### src/verilog/gs_map.svh
/*
  Offsets, field positions, codes and timing counts of the gripper
  status bank. Assumes a 10 MHz ref_clk_i.
*/
`ifndef GS_MAP_SVH
`define GS_MAP_SVH

// bus word addresses of the status area
`define GS_STATUS_BASE     16'h07d0
`define GS_STATUS_LAST     16'h07d7

// status byte offsets
`define GS_OFS_STATE       4'h0
`define GS_OFS_RSVD        4'h1
`define GS_OFS_FAULT       4'h2
`define GS_OFS_TGT_ECHO    4'h3
`define GS_OFS_POSITION    4'h4
`define GS_OFS_CURRENT     4'h5

// field positions in gripper_state
`define GS_OBJ_LSB         6
`define GS_STA_LSB         4
`define GS_GTO_BIT         3
`define GS_ACT_BIT         0

// motion state codes
`define GS_STA_RESET       2'h0
`define GS_STA_ACTIVATING  2'h1
`define GS_STA_DONE        2'h3

// object detection codes
`define GS_OBJ_MOVING      2'h0
`define GS_OBJ_OPEN_HIT    2'h1
`define GS_OBJ_CLOSE_HIT   2'h2
`define GS_OBJ_AT_TARGET   2'h3

// fault codes
`define GS_FLT_NONE        4'h0
`define GS_FLT_ACT_PENDING 4'h5
`define GS_FLT_NOT_ACTIVE  4'h7
`define GS_FLT_OVER_TEMP   4'h8
`define GS_FLT_NO_COMM     4'h9
`define GS_FLT_UNDER_VOLT  4'ha
`define GS_FLT_INTERNAL    4'hc
`define GS_FLT_OVER_CUR    4'he

// timing
`define GS_CLK_HZ          10000000
`define GS_COMM_TIMEOUT_MS 1000
`define GS_COMM_TIMEOUT_CYC (`GS_COMM_TIMEOUT_MS * (`GS_CLK_HZ / 1000))
`define GS_BLINK_MS        250
`define GS_BLINK_CYC       (`GS_BLINK_MS * (`GS_CLK_HZ / 1000))

`endif

### src/verilog/gs_pkg.sv
/*
  Types shared by the gripper status bank.
  Assumes nothing beyond a SystemVerilog compiler.
*/
package gs_pkg;
  // activation sequencer
  typedef enum logic [1:0] {ACT_OFF, ACT_RUN, ACT_DONE} gs_act_t;
  // finger motion sequencer
  typedef enum logic [2:0] {
    MV_IDLE, MV_RUN, MV_BRAKE, MV_HELD, MV_REGRASP
  } gs_move_t;
endpackage

### src/verilog/gs_sense_if.sv
/*
  Synchronised sensor readings passed from the input stage to the bank.
  Assumes one clock for both ends.
*/
interface gs_sense_if;
  logic [7:0] position;
  logic [7:0] current;
  logic       over_temp;
  logic       under_volt;
  logic       internal_err;
  logic       over_current;
  modport src (output position, current, over_temp, under_volt,
               internal_err, over_current);
  modport dst (input  position, current, over_temp, under_volt,
               internal_err, over_current);
endinterface

### src/verilog/gs_status_bank.sv
/*
  Gripper status register bank with the picking sequencer that feeds it:
  activation, go-to moves, contact detection, brake, re-grasp, faults.
  Assumes command bytes arrive already decoded on ref_clk_i and that the
  frame layer issues one-cycle word reads at bus register addresses.
*/
`include "gs_map.svh"

// Contract
// - activation echo copies activation command, zero while in reset
// - go-to echo copies go-to command, zero until activation done
// - motion state: 0 reset, 1 activating, 3 activation done
// - object codes: 0 moving, 1 open contact, 2 close contact, 3 at target
// - status byte 0: object 7:6, motion 5:4, go-to 3, activation 0
// - fault 5: action before activation done; 7: action without activation
// - fault 8 on over-temperature, fault 9 after one second without traffic
// - major faults 0xa-0xf latch until activation rising edge
// - LED blue for none or priority, red minor, blinking major
// - status byte 3 echoes requested position
// - status byte 4 holds encoder finger position
// - status byte 5 holds instantaneous motor current sample
// - re-grasp disabled for zero force request, enabled otherwise
// - re-grasp closes toward requested position, stops on reaching it
// - re-grasp never exceeds host force and speed settings
// - object result cleared when a new go-to move starts; left at 3 when re-grasp starts
// - brake engages at move end, released between; same cycle as detection report
// - go-to moves until contact or requested position, whichever first
// - after close contact, object loss changes field to 3
// - addresses big-endian, register data bytes high byte first
// - current over force-derived limit stops fingers and flags object
// - first status register 0x07d0 packs bytes 0 and 1, then pairs
module gs_status_bank
  import gs_pkg::*;
#(
  parameter int unsigned COMM_TIMEOUT_CYC = `GS_COMM_TIMEOUT_CYC,
  parameter int unsigned BLINK_CYC        = `GS_BLINK_CYC,
  parameter int unsigned ACT_CYC          = 1000,
  parameter logic [7:0]  REGRASP_SPEED    = 8'h40,
  parameter logic [7:0]  REGRASP_FORCE    = 8'h80
) (
  input  wire logic        ref_clk_i,
  input  wire logic        reset_i,
  // decoded command bytes
  input  wire logic        activation_command_i,
  input  wire logic        goto_command_i,
  input  wire logic [7:0]  target_position_i,
  input  wire logic [7:0]  speed_request_i,
  input  wire logic [7:0]  force_request_i,
  input  wire logic        comm_frame_i,
  input  wire logic [3:0]  external_controller_fault_i,
  // word read port
  input  wire logic        rd_en_i,
  input  wire logic [15:0] rd_addr_i,
  output logic             rd_valid_o,
  output logic             rd_err_o,
  output logic [15:0]      rd_data_o,
  // sensor pins
  input  wire logic [7:0]  enc_position_i,
  input  wire logic [7:0]  motor_current_i,
  input  wire logic        over_temp_i,
  input  wire logic        under_volt_i,
  input  wire logic        internal_err_i,
  input  wire logic        over_current_i,
  // actuator and indicator
  output logic             motor_run_o,
  output logic             motor_close_o,
  output logic [7:0]       motor_speed_o,
  output logic [7:0]       motor_current_limit_o,
  output logic             brake_o,
  output logic             led_blue_o,
  output logic             led_red_o
);
  gs_sense_if sense ();

  gs_act_t     act_q;
  gs_move_t    mv_q;
  logic        act_cmd_q;
  logic        goto_cmd_q;
  logic [31:0] act_cnt_q;
  logic [31:0] comm_cnt_q;
  logic [31:0] blink_cnt_q;
  logic        blink_q;
  logic        comm_lost_q;
  logic [3:0]  major_q;
  logic [1:0]  obj_q;
  logic [1:0]  obj_pend_q;
  logic [7:0]  tgt_q;
  logic [7:0]  contact_pos_q;
  logic        activation_echo_q;
  logic        goto_echo_q;
  logic        act_rise;
  logic        act_done;
  logic        move_req;
  logic        regrasp_en;
  logic        over_limit;
  logic [7:0]  limit_now;
  logic [3:0]  major_new;
  logic [3:0]  fault_now;
  logic [1:0]  sta_now;
  logic [7:0]  state_byte;
  logic [7:0]  fault_byte;
  logic [15:0] word_ofs;
  logic [3:0]  byte_lo;

  gs_sense_sync u_sync (
    .ref_clk_i       (ref_clk_i),
    .reset_i         (reset_i),
    .enc_position_i  (enc_position_i),
    .motor_current_i (motor_current_i),
    .fault_pins_i    ({over_current_i, internal_err_i, under_volt_i,
                       over_temp_i}),
    .sense           (sense.src)
  );

  // command edges and move request
  assign act_rise   = activation_command_i & ~act_cmd_q;
  assign act_done   = (act_q == ACT_DONE);
  assign move_req   = act_done && goto_command_i && major_q == 4'h0 &&
                      (!goto_cmd_q || target_position_i != tgt_q);
  assign regrasp_en = (force_request_i != 8'h00);
  assign limit_now  = (mv_q == MV_REGRASP && REGRASP_FORCE < force_request_i)
                      ? REGRASP_FORCE : force_request_i;
  assign over_limit = (sense.current > limit_now);

  always_ff @(posedge ref_clk_i) begin
    if (reset_i) begin
      act_cmd_q  <= 1'b0;
      goto_cmd_q <= 1'b0;
    end else begin
      act_cmd_q  <= activation_command_i;
      goto_cmd_q <= goto_command_i;
    end
  end

  // activation sequencer
  always_ff @(posedge ref_clk_i) begin
    if (reset_i) begin
      act_q     <= ACT_OFF;
      act_cnt_q <= 32'h0;
    end else if (!activation_command_i) begin
      act_q     <= ACT_OFF;
      act_cnt_q <= 32'h0;
    end else begin
      case (act_q)
        ACT_OFF: begin
          if (act_rise) begin
            act_q     <= ACT_RUN;
            act_cnt_q <= 32'h0;
          end
        end
        ACT_RUN: begin
          if (act_cnt_q >= ACT_CYC - 1) begin
            act_q <= ACT_DONE;
          end else begin
            act_cnt_q <= act_cnt_q + 32'h1;
          end
        end
        default: act_q <= act_q;
      endcase
    end
  end

  // motion sequencer, object result and brake
  always_ff @(posedge ref_clk_i) begin
    if (reset_i) begin
      mv_q          <= MV_IDLE;
      obj_q         <= `GS_OBJ_MOVING;
      obj_pend_q    <= `GS_OBJ_MOVING;
      tgt_q         <= 8'h00;
      contact_pos_q <= 8'h00;
    end else if (!act_done || !goto_command_i || major_q != 4'h0) begin
      mv_q <= MV_IDLE; // stop: fingers held on the brake
    end else if (move_req) begin
      mv_q  <= MV_RUN;
      tgt_q <= target_position_i;
      obj_q <= `GS_OBJ_MOVING;
    end else begin
      case (mv_q)
        MV_RUN, MV_REGRASP: begin
          if (sense.position == tgt_q) begin
            mv_q       <= MV_BRAKE;
            obj_pend_q <= `GS_OBJ_AT_TARGET;
          end else if (over_limit) begin
            mv_q          <= MV_BRAKE;
            contact_pos_q <= sense.position;
            obj_pend_q    <= (tgt_q > sense.position) ?
                             `GS_OBJ_CLOSE_HIT : `GS_OBJ_OPEN_HIT;
          end
        end
        MV_BRAKE: begin
          mv_q  <= MV_HELD; // brake set in the same cycle as the report
          obj_q <= obj_pend_q;
        end
        MV_HELD: begin
          if (obj_q == `GS_OBJ_CLOSE_HIT &&
              sense.position != contact_pos_q) begin
            obj_q <= `GS_OBJ_AT_TARGET; // object lost
            if (regrasp_en) begin
              mv_q <= MV_REGRASP;
            end
          end
        end
        default: mv_q <= MV_IDLE;
      endcase
    end
  end

  // actuator drive
  always_ff @(posedge ref_clk_i) begin
    if (reset_i) begin
      motor_run_o           <= 1'b0;
      motor_close_o         <= 1'b0;
      motor_speed_o         <= 8'h00;
      motor_current_limit_o <= 8'h00;
      brake_o               <= 1'b1;
    end else begin
      motor_run_o   <= (mv_q == MV_RUN || mv_q == MV_REGRASP);
      brake_o       <= !(mv_q == MV_RUN || mv_q == MV_REGRASP);
      motor_close_o <= (tgt_q > sense.position);
      motor_current_limit_o <= limit_now;
      if (mv_q == MV_REGRASP && REGRASP_SPEED < speed_request_i) begin
        motor_speed_o <= REGRASP_SPEED;
      end else begin
        motor_speed_o <= speed_request_i;
      end
    end
  end

  // communication watchdog
  always_ff @(posedge ref_clk_i) begin
    if (reset_i) begin
      comm_cnt_q  <= 32'h0;
      comm_lost_q <= 1'b0;
    end else if (comm_frame_i) begin
      comm_cnt_q  <= 32'h0;
      comm_lost_q <= 1'b0;
    end else if (comm_cnt_q >= COMM_TIMEOUT_CYC - 1) begin
      comm_lost_q <= 1'b1;
    end else begin
      comm_cnt_q <= comm_cnt_q + 32'h1;
    end
  end

  // major fault latch, a new fault wins over the clearing edge
  assign major_new = sense.under_volt   ? `GS_FLT_UNDER_VOLT :
                     sense.internal_err ? `GS_FLT_INTERNAL :
                     sense.over_current ? `GS_FLT_OVER_CUR : 4'h0;

  always_ff @(posedge ref_clk_i) begin
    if (reset_i) begin
      major_q <= 4'h0;
    end else if (major_new != 4'h0 && (major_q == 4'h0 || act_rise)) begin
      major_q <= major_new;
    end else if (act_rise) begin
      major_q <= 4'h0;
    end
  end

  // fault selection: major, then minor, then priority
  always_comb begin
    if (major_q != 4'h0) begin
      fault_now = major_q;
    end else if (sense.over_temp) begin
      fault_now = `GS_FLT_OVER_TEMP;
    end else if (comm_lost_q) begin
      fault_now = `GS_FLT_NO_COMM;
    end else if (goto_command_i && !activation_command_i) begin
      fault_now = `GS_FLT_NOT_ACTIVE;
    end else if (goto_command_i && !act_done) begin
      fault_now = `GS_FLT_ACT_PENDING;
    end else begin
      fault_now = `GS_FLT_NONE;
    end
  end

  // blink divider for the fault indicator
  always_ff @(posedge ref_clk_i) begin
    if (reset_i) begin
      blink_cnt_q <= 32'h0;
      blink_q     <= 1'b0;
    end else if (blink_cnt_q >= BLINK_CYC - 1) begin
      blink_cnt_q <= 32'h0;
      blink_q     <= ~blink_q;
    end else begin
      blink_cnt_q <= blink_cnt_q + 32'h1;
    end
  end

  // fault indicator colours
  always_ff @(posedge ref_clk_i) begin
    if (reset_i) begin
      led_blue_o <= 1'b1;
      led_red_o  <= 1'b0;
    end else if (major_q != 4'h0) begin
      led_blue_o <= blink_q;
      led_red_o  <= ~blink_q;
    end else if (fault_now == `GS_FLT_OVER_TEMP ||
                 fault_now == `GS_FLT_NO_COMM) begin
      led_blue_o <= 1'b0;
      led_red_o  <= 1'b1;
    end else begin
      led_blue_o <= 1'b1;
      led_red_o  <= 1'b0;
    end
  end

  // command echoes
  always_ff @(posedge ref_clk_i) begin
    if (reset_i) begin
      activation_echo_q <= 1'b0;
      goto_echo_q       <= 1'b0;
    end else begin
      activation_echo_q <= activation_command_i;
      goto_echo_q       <= goto_command_i && act_done;
    end
  end

  // status byte assembly
  always_comb begin
    case (act_q)
      ACT_RUN:  sta_now = `GS_STA_ACTIVATING;
      ACT_DONE: sta_now = `GS_STA_DONE;
      default:  sta_now = `GS_STA_RESET;
    endcase
    state_byte = 8'h00;
    state_byte[`GS_OBJ_LSB +: 2] = obj_q;
    state_byte[`GS_STA_LSB +: 2] = sta_now;
    state_byte[`GS_GTO_BIT]      = goto_echo_q;
    state_byte[`GS_ACT_BIT]      = activation_echo_q;
    fault_byte = {external_controller_fault_i, fault_now};
  end

  // status byte by offset, reserved bytes read zero
  function automatic logic [7:0] status_byte(input logic [3:0] ofs);
    if (ofs == `GS_OFS_STATE) begin
      status_byte = state_byte;
    end else if (ofs == `GS_OFS_FAULT) begin
      status_byte = fault_byte;
    end else if (ofs == `GS_OFS_TGT_ECHO) begin
      status_byte = target_position_i;
    end else if (ofs == `GS_OFS_POSITION) begin
      status_byte = sense.position;
    end else if (ofs == `GS_OFS_CURRENT) begin
      status_byte = sense.current;
    end else begin
      status_byte = 8'h00;
    end
  endfunction

  assign word_ofs = rd_addr_i - `GS_STATUS_BASE;
  assign byte_lo  = {word_ofs[2:0], 1'b0};

  // word read, even byte goes out first
  always_ff @(posedge ref_clk_i) begin
    if (reset_i) begin
      rd_valid_o <= 1'b0;
      rd_err_o   <= 1'b0;
      rd_data_o  <= 16'h0000;
    end else if (rd_en_i) begin
      rd_valid_o <= 1'b1;
      if (rd_addr_i >= `GS_STATUS_BASE &&
          rd_addr_i <= `GS_STATUS_LAST) begin
        rd_err_o  <= 1'b0;
        rd_data_o <= {status_byte(byte_lo),
                      status_byte(byte_lo | 4'h1)};
      end else begin
        rd_err_o  <= 1'b1;
        rd_data_o <= 16'h0000;
      end
    end else begin
      rd_valid_o <= 1'b0;
      rd_err_o   <= 1'b0;
    end
  end
endmodule // gs_status_bank

### src/verilog/gs_sense_sync.sv
/*
  Two-flop synchronisers for the sensor pins, with a stability filter
  on the byte-wide readings so a torn sample is never passed on.
  Assumes the pins change slowly relative to ref_clk_i.
*/
module gs_sense_sync (
  input  wire logic       ref_clk_i,
  input  wire logic       reset_i,
  input  wire logic [7:0] enc_position_i,
  input  wire logic [7:0] motor_current_i,
  input  wire logic [3:0] fault_pins_i,
  gs_sense_if.src         sense
);
  logic [19:0] meta_q;
  logic [19:0] sync_q;
  logic [15:0] prev_q;

  // two flops per pin
  always_ff @(posedge ref_clk_i) begin
    if (reset_i) begin
      meta_q <= 20'h00000;
      sync_q <= 20'h00000;
    end else begin
      meta_q <= {fault_pins_i, motor_current_i, enc_position_i};
      sync_q <= meta_q;
    end
  end

  // bytes are taken only when two samples agree
  always_ff @(posedge ref_clk_i) begin
    if (reset_i) begin
      prev_q         <= 16'h0000;
      sense.position <= 8'h00;
      sense.current  <= 8'h00;
    end else begin
      prev_q <= sync_q[15:0];
      if (prev_q[7:0] == sync_q[7:0]) begin
        sense.position <= sync_q[7:0];
      end
      if (prev_q[15:8] == sync_q[15:8]) begin
        sense.current <= sync_q[15:8];
      end
    end
  end

  // fault levels straight from the second flop
  assign sense.over_temp    = sync_q[16];
  assign sense.under_volt   = sync_q[17];
  assign sense.internal_err = sync_q[18];
  assign sense.over_current = sync_q[19];
endmodule // gs_sense_sync

### config.mk
export PLATFORM = sky130hd
export DESIGN_NAME = gs_status_bank
export DESIGN_NICKNAME = d
export VERILOG_FILES = /design/src/verilog/gs_pkg.sv /design/src/verilog/gs_sense_if.sv /design/src/verilog/gs_status_bank.sv /design/src/verilog/gs_sense_sync.sv
export VERILOG_INCLUDE_DIRS = /design/src /design/src/verilog
export SDC_FILE = /design/constraint.sdc
export NUM_CORES = 1
export LEC_CHECK = 0
export BUFFER_PORTS_ARGS = -buffer_cell sky130_fd_sc_hd__buf_2
export CORE_ASPECT_RATIO = 1.5
export CORE_MARGIN = 4
export CORE_UTILIZATION = 30
export CTS_CLUSTER_DIAMETER = 200
export DETAILED_ROUTE_END_ITERATION = 16
export GPL_TIMING_DRIVEN = 0
export PLACE_DENSITY = 0.58
export SLEW_MARGIN = 20
export SYNTH_ARGS = -nofsm -noshare
export SYNTH_HDL_FRONTEND = slang
export SYNTH_SLANG_ARGS = --single-unit
### constraint.sdc
create_clock -name ref_clk_i -period 3.4 [get_ports ref_clk_i]
set_input_delay 0.17 -clock ref_clk_i [delete_from_list [all_inputs] [get_ports ref_clk_i]]
set_output_delay 0.17 -clock ref_clk_i [all_outputs]
set_load 0.01 [all_outputs]
# Word level (Yosys, flattened, before mapping)
# Index checks and enable logic that the tools add are counted.
# Widths: inputs -> output; s select.
[totals]
input_bits = 70
ff_bits = 241
elab_cells = 170
out_inout_bits = 39
[classes]
muxes = 44
add_sub_neg = 4
eq_ne = 25
n_lt_le_gt_ge = 9
reduce_logical = 48
bitwise = 8
[ops]
columns = ["cell", "n"]
rows = [
  ["$add 32x1->32 const B", 3],
  ["$mux 32", 2],
  ["$pmux 32 s2", 1],
  ["$mux 8", 7],
  ["$ge 32x10->1 const B", 1],
  ["$ge 32x22->1 const B", 1],
  ["$ge 32x24->1 const B", 1],
  ["$mux 4", 8],
  ["$eq 8x8->1", 3],
  ["$mux 3", 6],
  ["$ge 16x11->1 const B", 1],
  ["$gt 8x8->1", 2],
  ["$le 16x11->1 const B", 1],
  ["$mux 16", 1],
  ["$ne 8x8->1", 2],
  ["$reduce_and 3->1", 5],
  ["$mux 2", 7],
  ["$reduce_or 2->1", 7],
  ["$logic_not 4->1", 3],
  ["$pmux 2 s2", 3],
  ["$logic_and 1x1->1", 10],
  ["$ne 2x2->1 const B", 5],
  ["$eq 3x2->1 const B", 3],
  ["$ne 3x3->1 const B", 3],
  ["other kinds (25)", 52],
]

# Depth between registers and ports, before layout
# Gate-level depths: netlist of run 1.
[logic_depth]
depth_word = 12
depth_mapped = 12
depth_no_buf = 11

# Modules after synthesis
# A second synthesis of run 1 with hierarchy kept.
[unflattened]
hier_cells = 1009
hier_area_um2 = 9561.7
[by_module_without_submodules]
columns = ["module", "cells_per_inst", "instances", "seq_area_each_um2", "area_each_um2"]
rows = [
  ["gs_status_bank", 820, 1, 3363.2, 7290.7],
  ["gs_sense_sync", 189, 1, 1441.4, 2270.9],
]

# Least setup slack after synthesis of run 1
# No wires, ideal clock.
[synth_path]
kind = "flip-flop to flip-flop"
start = "register mv_q[2]"
end = "register contact_pos_q[0]"
path_buffers = 1
setup_time_ns = 0.128
path_slack_ns = 0.496
path_stages_with_launch = 12
arrival_time_ns = 2.777
required_ns = 3.272
synth_period_minus_slack_ns = 2.904
cell_sequence = "dfxtp_1 nor3b_1 nand3_1 nand2_1 ha_1 a211oi_1 nor2_1 o31a_1 nand4_1 clkbuf_1 mux2i_1 nor2_1"
[synth_between]
elab_chain_cells = 5
word_cells_on_any_way = 7
classes_between = "order compare (1); eq/ne (2); mux (1); reduce/logical (3)"
[synth_rtl]
columns = ["element", "line", "text"]
rows = [
  ["start: declaration", "gs_status_bank.sv:76", "gs_move_t mv_q;"],
  ["start signal: assignment", "gs_status_bank.sv:166", "mv_q <= MV_IDLE;"],
  ["start signal: assignment", "gs_status_bank.sv:172", "mv_q <= MV_IDLE;"],
  ["start signal: assignment", "gs_status_bank.sv:174", "mv_q <= MV_RUN;"],
  ["$eq 3x3->1", "gs_status_bank.sv:121, gs_status_bank.sv:178", ""],
  ["$logic_and 1x1->1", "gs_status_bank.sv:121", "assign limit_now = (mv_q == MV_REGRASP && REGRASP_FORCE < force_request_i)"],
  ["$mux 8", "gs_status_bank.sv:122", "? REGRASP_FORCE : force_request_i;"],
  ["$gt 8x8->1", "gs_status_bank.sv:123", "assign over_limit = (sense.current > limit_now);"],
  ["$reduce_and 5->1 (no line) *", "-", ""],
  ["end signal: assignment", "gs_status_bank.sv:185", "contact_pos_q <= sense.position;"],
  ["end: declaration", "gs_status_bank.sv:88", "logic [7:0] contact_pos_q;"],
]
# Every way passes the cells marked *; elsewhere a longest branch is shown, timed or not.
# A chain may end at the register's enable or synchronous reset.

# Worst setup path in the final report of run 1
[layout_path]
start = "register mv_q[0]"
end = "register contact_pos_q[0]"
# The elaborated chain is that of the path after synthesis.

==> results.md, run 1 <==
Floorplan:
- The total I/O pin count is 109.
- The count of standard-cell rows is 79.
- The die is about 230 µm tall.
- The die outline width is between 150 and 200 µm.
- The area enclosed by the die boundary is approximately 35000 µm².
- After floorplanning, the core was sized to cover around 31000 µm².
- The effective utilization at floorplan is a little under a third.

Critical path:
- The start point of the critical path is mv_q[0].
- The endpoint kind of the worst setup timing path is a flop.
- The startpoint identified for the worst register-to-register timing path is mv_q[0].
- The slack of the worst reg-to-reg path is between 0.3 and 0.4 ns.
- The worst setup path is launched from a flop.
- The required time at the endpoint of the critical path is about 3.8 ns.
- The arrival time of data at the critical path endpoint is about 3.5 ns.
- The biggest fanout along the worst timing path is 9.
- The count of cells along the worst register-to-register path is 10.
- The end of the critical path is contact_pos_q[0].
- The end of the worst register-to-register path is contact_pos_q[0].
- The critical path is of the reg -> reg type.

Drt:
- In the final routed layout, each cell accounts on average for about 14 µm.
- The residual DRC count is 0.
- The number of routed nets with antenna violations is 0.
- The first detailed-routing pass ran for 4 iterations.
- The total wire length is 22.4 mm.
- The initial detailed-routing violation count is 355.
- The number of vias after detailed routing is 7564.
- The post-detailed-route via-to-cell ratio is about 4.7.

Power and ir drop:
- The leakage power is approximately 0.0047 µW.
- The total power density per cell area is 517 nW/µm².
- The worst supply voltage drop on vdd is 0.354 mV.
- The power after layout is 6170 µW.

Clock tree:
- In this run the number of H-tree levels came out at 1.
- Clock latency on the worst-skew pair, taken at its later pin, is around 0.52 ns.
- The setup fix buffers added after clock tree synthesis is 0.
- The total clock sinks is 240.
- The TritonCTS clock tree is done.
- The cell sitting at the root of the clock tree is a clkbuf_16.
- No sink is reached through more buffers than the 3 on the longest clock path.
- The clock input transition at the sequential cells of the worst setup and hold paths is about 0.070 ns.
- Buffers inserted during clock tree synthesis total 25.

Timing:
- The headroom to the max-slew limit is 33.7%.
- Setup repair after global routing left no endpoint under its margin.
- The hold violation total from the final report is 0.
- The worst path needs just over 3 ns of the cycle, external delays included.
- The worst hold slack is between 0.1 and 0.15 ns.
- The maximum clock frequency is between 300 and 400 MHz.
- The final clock skew is ~0.0089 ns.
- The slew at the pin closest to its max-slew limit is a little under 1 ns.
- The max-slew violation count was 0.
- The ratio of final minimum period to clock period is about nine tenths.
- The worst path meets setup with 0.318 ns of slack.
- Setup violations remaining at the end of the flow were counted as 0.

Placed design:
- At the end of routability-driven placement, the weighted congestion stood at ~0.90.
- The setup slack at placement is -0.212 ns.
- Port buffering added roughly 110 buffers.
- The wire-length estimate of the detail-placed layout is 16.7 mm.
- Summing all placed instances gives a cell area of 10600 µm².

Yosys:
- Sequential cells were found to cover between 50% and 60% of the synthesized design area.
- The post-synthesis cell area is roughly 9500 µm².
- Counting distinct cell types in the post-synthesis netlist gives 60.
- Dividing the synthesized area by the synthesized cell count gives 9.38 µm².
- The async set or reset register ratio after synthesis is 0%.
- In this run, synthesis inferred 0 flip-flops with an integrated enable.
- Synthesis handed over a netlist of a little over 1000 instances.
- The total of flip-flops plus latches after synthesis is 240.
- The most used flip-flop cell after synthesis is dfxtp_1.
- The warning count from the yosys run is 0.

Run status:
- The flow ran to the end, and the final reports show no timing, DRC or antenna violations.

Global route:
- The first global-routing pass estimated around 37 mm of wire.
- The number of global-route vias before repair came to ~7700.
- The initial antenna violation count was 0.
- The global-route total usage across every layer is between 10% and 20%.
- Summed over all layers, the global routing overflow is 0.
- The largest net degree at the start of global routing is 16.

Hold path:
- The startpoint of the lowest-slack hold path is rd_addr_i[2].
- The worst hold path belongs to the class in -> reg.

Finish:
- The filler cell count is 3142.
- After the last flow step, the layout net total stands at between 1000 and 1500.
- The growth of design area from synthesis to finish is 26.0%.
- The fraction of layout cells with a size suffix above 1 is about 14%.
- The final design instance area without fill is about 12000 µm².
- The repair_antennas step left the layout with diodes totalling 0.
- The final standard cell utilization of the core is between 30% and 40%.

Run:
- Across the run, the number of max-cap violations was 0.
-- synth_stat cells, drive strengths merged (12+ instances only) --
cell type,instances,area share [%]
ha,23,3.0
o21ai,24,1.3
a2bb2oi,12,1.1
nor3,21,1.1
nor2b,63,4.2
nor2,129,5.1
inv,23,0.91
nand4,20,1.3
xor2,29,2.7
nor4,26,1.7
and2,44,2.9
dfxtp,240,51
nand2,68,2.7
xnor2,44,4.1
clkbuf,27,1.1
mux2i,29,3.1
a21oi,40,2.1
nand3,34,1.8
-- state kept, by name, summed over array words and instances (netlist names), 2 cells and up --
| register | count |
|---|---|
| act_cnt_q | 32 |
| blink_cnt_q | 32 |
| comm_cnt_q | 32 |
| u_sync.meta_q | 20 |
| u_sync.sync_q | 20 |
| rd_data_o | 16 |
| u_sync.prev_q | 16 |
| contact_pos_q | 8 |
| motor_current_limit_o | 8 |
| motor_speed_o | 8 |
| tgt_q | 8 |
| u_sync.sense.current | 8 |
| u_sync.sense.position | 8 |
| major_q | 3 |
| mv_q | 3 |
| act_q | 2 |
| obj_pend_q | 2 |
| obj_q | 2 |
-- critical path, stage by stage, from the launching register on --
cell and delay (ns):
dfxtp_1 0.36, nor3b_2 0.51, nand3_1 0.32, nand2_1 0.15, ha_1 0.24, a211oi_1 0.24
nor2_1 0.09, nand4bb_1 0.24, nand4_1 0.49, mux2i_1 0.26, nor2_1 0.05
-- report_power, final --
part / switching [µW] / leakage [µW] / internal [µW]
sequential: 33.1 / 0.00195 / 2870
clock: 1150 / 0.000430 / 1730
combinational: 211 / 0.00229 / 181
total: 1390 / 0.00468 / 4780
-- kinds of logic (layout without fill, tap and decap cells) --
kind of cell,count (synthesis),count (layout),synth area share (%)
AND/OR/NAND/NOR,455,455,24.7
flip-flops,240,240,50.7
AO/OA/AOI/OAI,131,131,9.35
XOR/XNOR,73,73,6.75
buffers and inverters,58,260,2.39
multiplexers,29,29,3.06
adder cells (fa/ha/maj),23,23,3.04
other,1,10,0.0396
-- layer usage --
layer  wire length, µm  GRT usage [%]  up-vias
met5                 0              0        -
met4               545           4.37        0
met3               912           1.71       36
met1              9520           14.6     3500
li1                  -              -     3859
met2             11400           24.2      169
-- worst min path at each step --
| stage | endpoint | slack (ns) | cells after the start |
|---|---|---|---|
| floorplan | goto_cmd_q | 0.25 | 1 |
| global placement | u_sync.meta_q[8] | 0.39 | 2 |
| detailed placement | u_sync.meta_q[12] | 0.39 | 2 |
| CTS | rd_data_o[9] | 0.08 | 3 |
| global route | rd_data_o[10] | 0.11 | 3 |
| finish | rd_data_o[9] | 0.10 | 3 |
-- metrics by stage --
| step | std cells | TNS, ns |
|---|---|---|
| after floorplan | 1019 | 0 |
| after detailed placement | 1531 | -1.69 |
| after global routing | 1626 | 0 |
| after CTS | 1627 | 0 |
| after global placement | 1531 | -1.86 |
| final | 1626 | 0 |
-- layout by cell type (no fill, tap or decap), drive strengths merged, types with 4 or more instances in the layout --
| cell | count |
|---|---|
| nor2b | 63 |
| clkbuf | 58 |
| a22oi | 9 |
| nand2 | 68 |
| and4 | 7 |
| conb | 10 |
| dfxtp | 240 |
| nor4 | 26 |
| clkinv | 5 |
| nand2b | 7 |
| o21a | 4 |
| a31oi | 4 |
| mux2i | 29 |
| and2 | 44 |
| xor2 | 29 |
| nand3 | 34 |
| a31o | 5 |
| nor3 | 21 |
| nor4b | 5 |
| inv | 26 |
| or3 | 8 |
| a211oi | 6 |
| a2bb2oi | 12 |
| xnor2 | 44 |
| buf | 115 |
| nand4 | 20 |
| and3 | 6 |
| dlygate4sd3 | 50 |
| nor2 | 129 |
| ha | 23 |
| or2 | 5 |
| a21oi | 40 |
| o21ai | 24 |
-- final cells by class --
class                           instances  area [µm²]  share of cell area (%)
Sequential cell                       240        4800                    40.2
Multi-Input combinational cell        721        4480                    37.5
Timing Repair Buffer                  157        1040                    8.68
Clock buffer                           32         712                    5.96
Tap cell                              405         507                    4.24
Clock inverter                         14         174                    1.46
Buffer                                 34         136                    1.14
Inverter                               23        86.3                   0.723
-- repair_timing --
item,CTS,global route
hold buffers,50,0
gates resized for setup,1,0
setup endpoints to repair,9,8
endpoints found under the hold margin,50,0
Note: power is estimated with default switching activity, not from simulation.
==> inputs of run 2 (changes only) <==
--- a/config.mk
+++ b/config.mk
@@ -6,13 +6,14 @@
 export SDC_FILE = /design/constraint.sdc
 export NUM_CORES = 1
 export LEC_CHECK = 0
-export BUFFER_PORTS_ARGS = -buffer_cell sky130_fd_sc_hd__buf_2
+export BUFFER_PORTS_ARGS = -buffer_cell sky130_fd_sc_hd__buf_4
 export CORE_ASPECT_RATIO = 1.5
 export CORE_MARGIN = 4
 export CORE_UTILIZATION = 30
 export CTS_CLUSTER_DIAMETER = 200
 export DETAILED_ROUTE_END_ITERATION = 16
 export GPL_TIMING_DRIVEN = 0
+export MAX_ROUTING_LAYER = met4
 export PLACE_DENSITY = 0.58
 export SLEW_MARGIN = 20
 export SYNTH_ARGS = -nofsm -noshare
==> results.md, run 2 (same netlist as run 1, synthesis figures left out) <==
Drt:
- The initial detailed-routing violation count is 257 (-28%).
- The total wire length came to 22.4 mm (-0.14%).
- The post-detailed-route via-to-cell ratio is 4.63 (-0.37%).
- The number of iterations in the first detailed-routing pass is 4 (unchanged).
- The number of vias after detailed routing is 7508 (-0.74%).
- The final routed wire length divided by cell count was 13.8 µm (+0.23%).
- The number of routed nets with antenna violations was 0 (unchanged).
- The residual DRC count is 0 (unchanged).

Global route:
- The largest net degree at the start of global routing came to 14 (-2).
- The remaining global-route overflow is 0 (unchanged).
- The global-route total usage across every layer came to 13.2% (+0.40 points).
- The first-pass GRT wire length came to 37.0 mm (-0.63%).
- The number of global-route vias before repair is 7483 (-2.3%).
- The initial antenna violation count came to 0 (unchanged).

Floorplan:
- The die outline width is 153 µm (unchanged).
- The floorplan die height is 226 µm (unchanged).
- The count of standard-cell rows was 79 (unchanged).
- The area enclosed by the die boundary is 34500 µm² (unchanged).
- The effective utilization at floorplan is 30.4% (unchanged).
- The area of the core is 31100 µm² (unchanged).
- The total I/O pin count is 109 (unchanged).

Clock tree:
- The clock input transition at the sequential cells of the worst setup and hold paths is 0.06 ns (about the same).
- The deepest clock path buffer count is 3 (unchanged).
- The TritonCTS clock tree is done.
- The total clock sinks is 240 (unchanged).
- The number of H-tree branching levels is 1 (unchanged).
- The number of buffers created by CTS is 25 (unchanged).
- The clock insertion delay at the later pin of the skew report came to 0.53 ns (about the same).
- The tree is rooted in a clkbuf_16.

Power and ir drop:
- The switching component of the power is 1340 µW (-3.6%).
- The power after layout is 5850 µW (-5.2%).
- The leakage power is 0.00468 µW (+0.14%).
- The clock share of power was 43.1% (-3.5 points).
- The total power density per cell area is 485 nW/µm² (-6.2%).
- The net switching share of the total power is 22.9% (+0.36 points).
- The combinational share of power is 7.2% (+0.9 points).
- The cell internal power dissipation is 4510 µW (-5.6%).
- The worst supply voltage drop on vdd came to 0.293 mV (-17%).
- The sequential group share of total power is 49.7% (+2.6 points).

Placed design:
- The final RePlAce weighted congestion is 0.897 (+0.12%).
- The standard cell area after detailed placement is 10800 µm² (+2.5%).
- The placed wire-length estimate is 16.7 mm (+0.20%).
- The count of placed standard cells including taps was 1531 (unchanged).
- The number of buffers added on ports is 107 (unchanged).

Finish:
- The number of nets in the layout is 1294 (-0.077%).
- The fraction of layout cells with a size suffix above 1 is 13.3% (-0.34 points).
- The filler cell count is 3083 (-1.9%).
- The number of inserted diodes was 0 (unchanged).
- The largest registers in the layout are act_cnt_q: 32 flops, blink_cnt_q: 32 flops, comm_cnt_q: 32 flops.
- The number of standard cells in the final layout excluding fillers is 1620 (-0.37%).
- In the layout the commonest cells are dfxtp_1 (240), nor2_1 (129), buf_4 (107).
- The final design instance area without fill was 12100 µm² (+1.1%).
- Compared with the post-synthesis result, the final layout area differs by 27.4%.
- The commonest non-fill, non-tap cell in the layout is dfxtp_1.

Run:
- The count of maximum capacitance violations is 0 (unchanged).

Timing:
- The max-slew violation count came to 0 (unchanged).
- The maximum clock frequency was 342 MHz (+5.3%).
- The slew at the pin closest to its max-slew limit is 0.916 ns (-0.0683 ns).
- The final clock skew is 0.0135 ns (+0.00457 ns).
- The ratio of final minimum period to clock period is 86.1% (-4.6 points).
- The final setup violation count was 0 (unchanged).
- The worst hold slack came to 0.0503 ns (-0.0518 ns).
- The minimum clock period after layout is 2.93 ns (-0.156 ns).
- Setup repair after global routing left no endpoint under its margin.
- The hold violation total from the final report is 0 (unchanged).
- The aggregate negative setup slack is 0 ns (unchanged).
- The headroom to the max-slew limit is 38.3% (+4.6 points).

Critical path:
- The critical setup path kind is reg -> reg.
- The biggest fanout along the worst timing path is 8 (-1).
- The worst setup path is captured at a flop.
- The required time at the endpoint of the critical path is 3.85 ns (+0.05 ns).
- The arrival time of data at the critical path endpoint came to 3.38 ns (-0.10 ns).
- The count of cells along the worst register-to-register path was 10 (unchanged).
- The kind of launch point of the worst setup path is a flop.

Hold path:
- The min-delay analysis places its worst path in the category in -> reg.
- The instance count along the most critical hold path was 3 (unchanged).

Run status:
- The flow ran to the end, and the final reports show no timing, DRC or antenna violations.
run 2: cell count changes in the layout (fill, tap and decap cells not counted), sizes merged:
| cell | previous run | this run |
|---|---|---|
| dlygate4sd3 | 50 | 48 |
| bufinv | 3 | 0 |
| clkbuf | 58 | 57 |
| clkinv | 5 | 6 |
| buf | 115 | 116 |
| inv | 26 | 24 |
run 2: final timing paths:
| check | start | to | slack, ns |
|---|---|---|---|
| max | mv_q[0] | mv_q[0] | 0.47 |
| min | rd_addr_i[2] | rd_data_o[9] | 0.05 |
| max reg2reg | mv_q[0] | mv_q[0] | 0.47 |
| min reg2reg | u_sync.meta_q[19] | u_sync.sync_q[19] | 0.44 |
run 2: layout make-up:
class                      instances  area (µm²)  area share (%)
clock inverter                    10        65.1           0.539
tap                              405         507            4.20
sequential                       240        4800            39.8
clock buffer                      31         688            5.70
inverter                          23        86.3           0.715
timing repair buffer             156        1300            10.8
buffer                            34         136            1.13
multi-input combinational        721        4480            37.1
run 2: through the flow:
stage / util (%) / worst slack, ns
3_3_place_gp: 34.7 / -0.245
3_5_place_dp: 34.7 / -0.295
6_report: 38.8 / 0.473
4_1_cts: 38.7 / 0.0752
2_1_floorplan: - / 0.496
5_1_grt: 38.8 / 0.208
run 2: repair_timing:
| item | in CTS | in global routing |
|---|---|---|
| setup endpoints to repair | 9 | 9 |
| buffers inserted | 0 | 1 |
| hold buffers | 48 | 0 |
| resized for setup | 1 | 0 |
| hold endpoints to repair | 50 | 0 |
| cloned | 0 | 0 |
| pin swaps | 0 | 1 |
run 2: worst max-delay path, stage by stage (launching register included):
cell and delay (ns):
dfxtp_1 0.36, nor3b_2 0.51, nand3_1 0.32, nand2_1 0.16
ha_1 0.25, a211oi_1 0.26, nor2_1 0.10, nand4bb_1 0.27
a21boi_0 0.36, nand2_1 0.09, a31oi_1 0.17
run 2: power by group through the flow:
stage               registers [µW]  clock network, µW  logic, µW
floorplan                     2970                  0        209
global placement              2970                  0        377
detailed placement            2970                  0        380
CTS                           2910               2630        425
global route                  2910               2730        467
finish                        2910               2530        421
run 2: metal layers:
metal  vias to the layer above  GRT usage, %  share of wire (%)
li1                       3848             -                  -
met1                      3453          14.5                 42
met2                       163          23.8                 50
met3                        44          2.05                4.7
met4                         0          4.95                3.1
met5                         -             -                  0
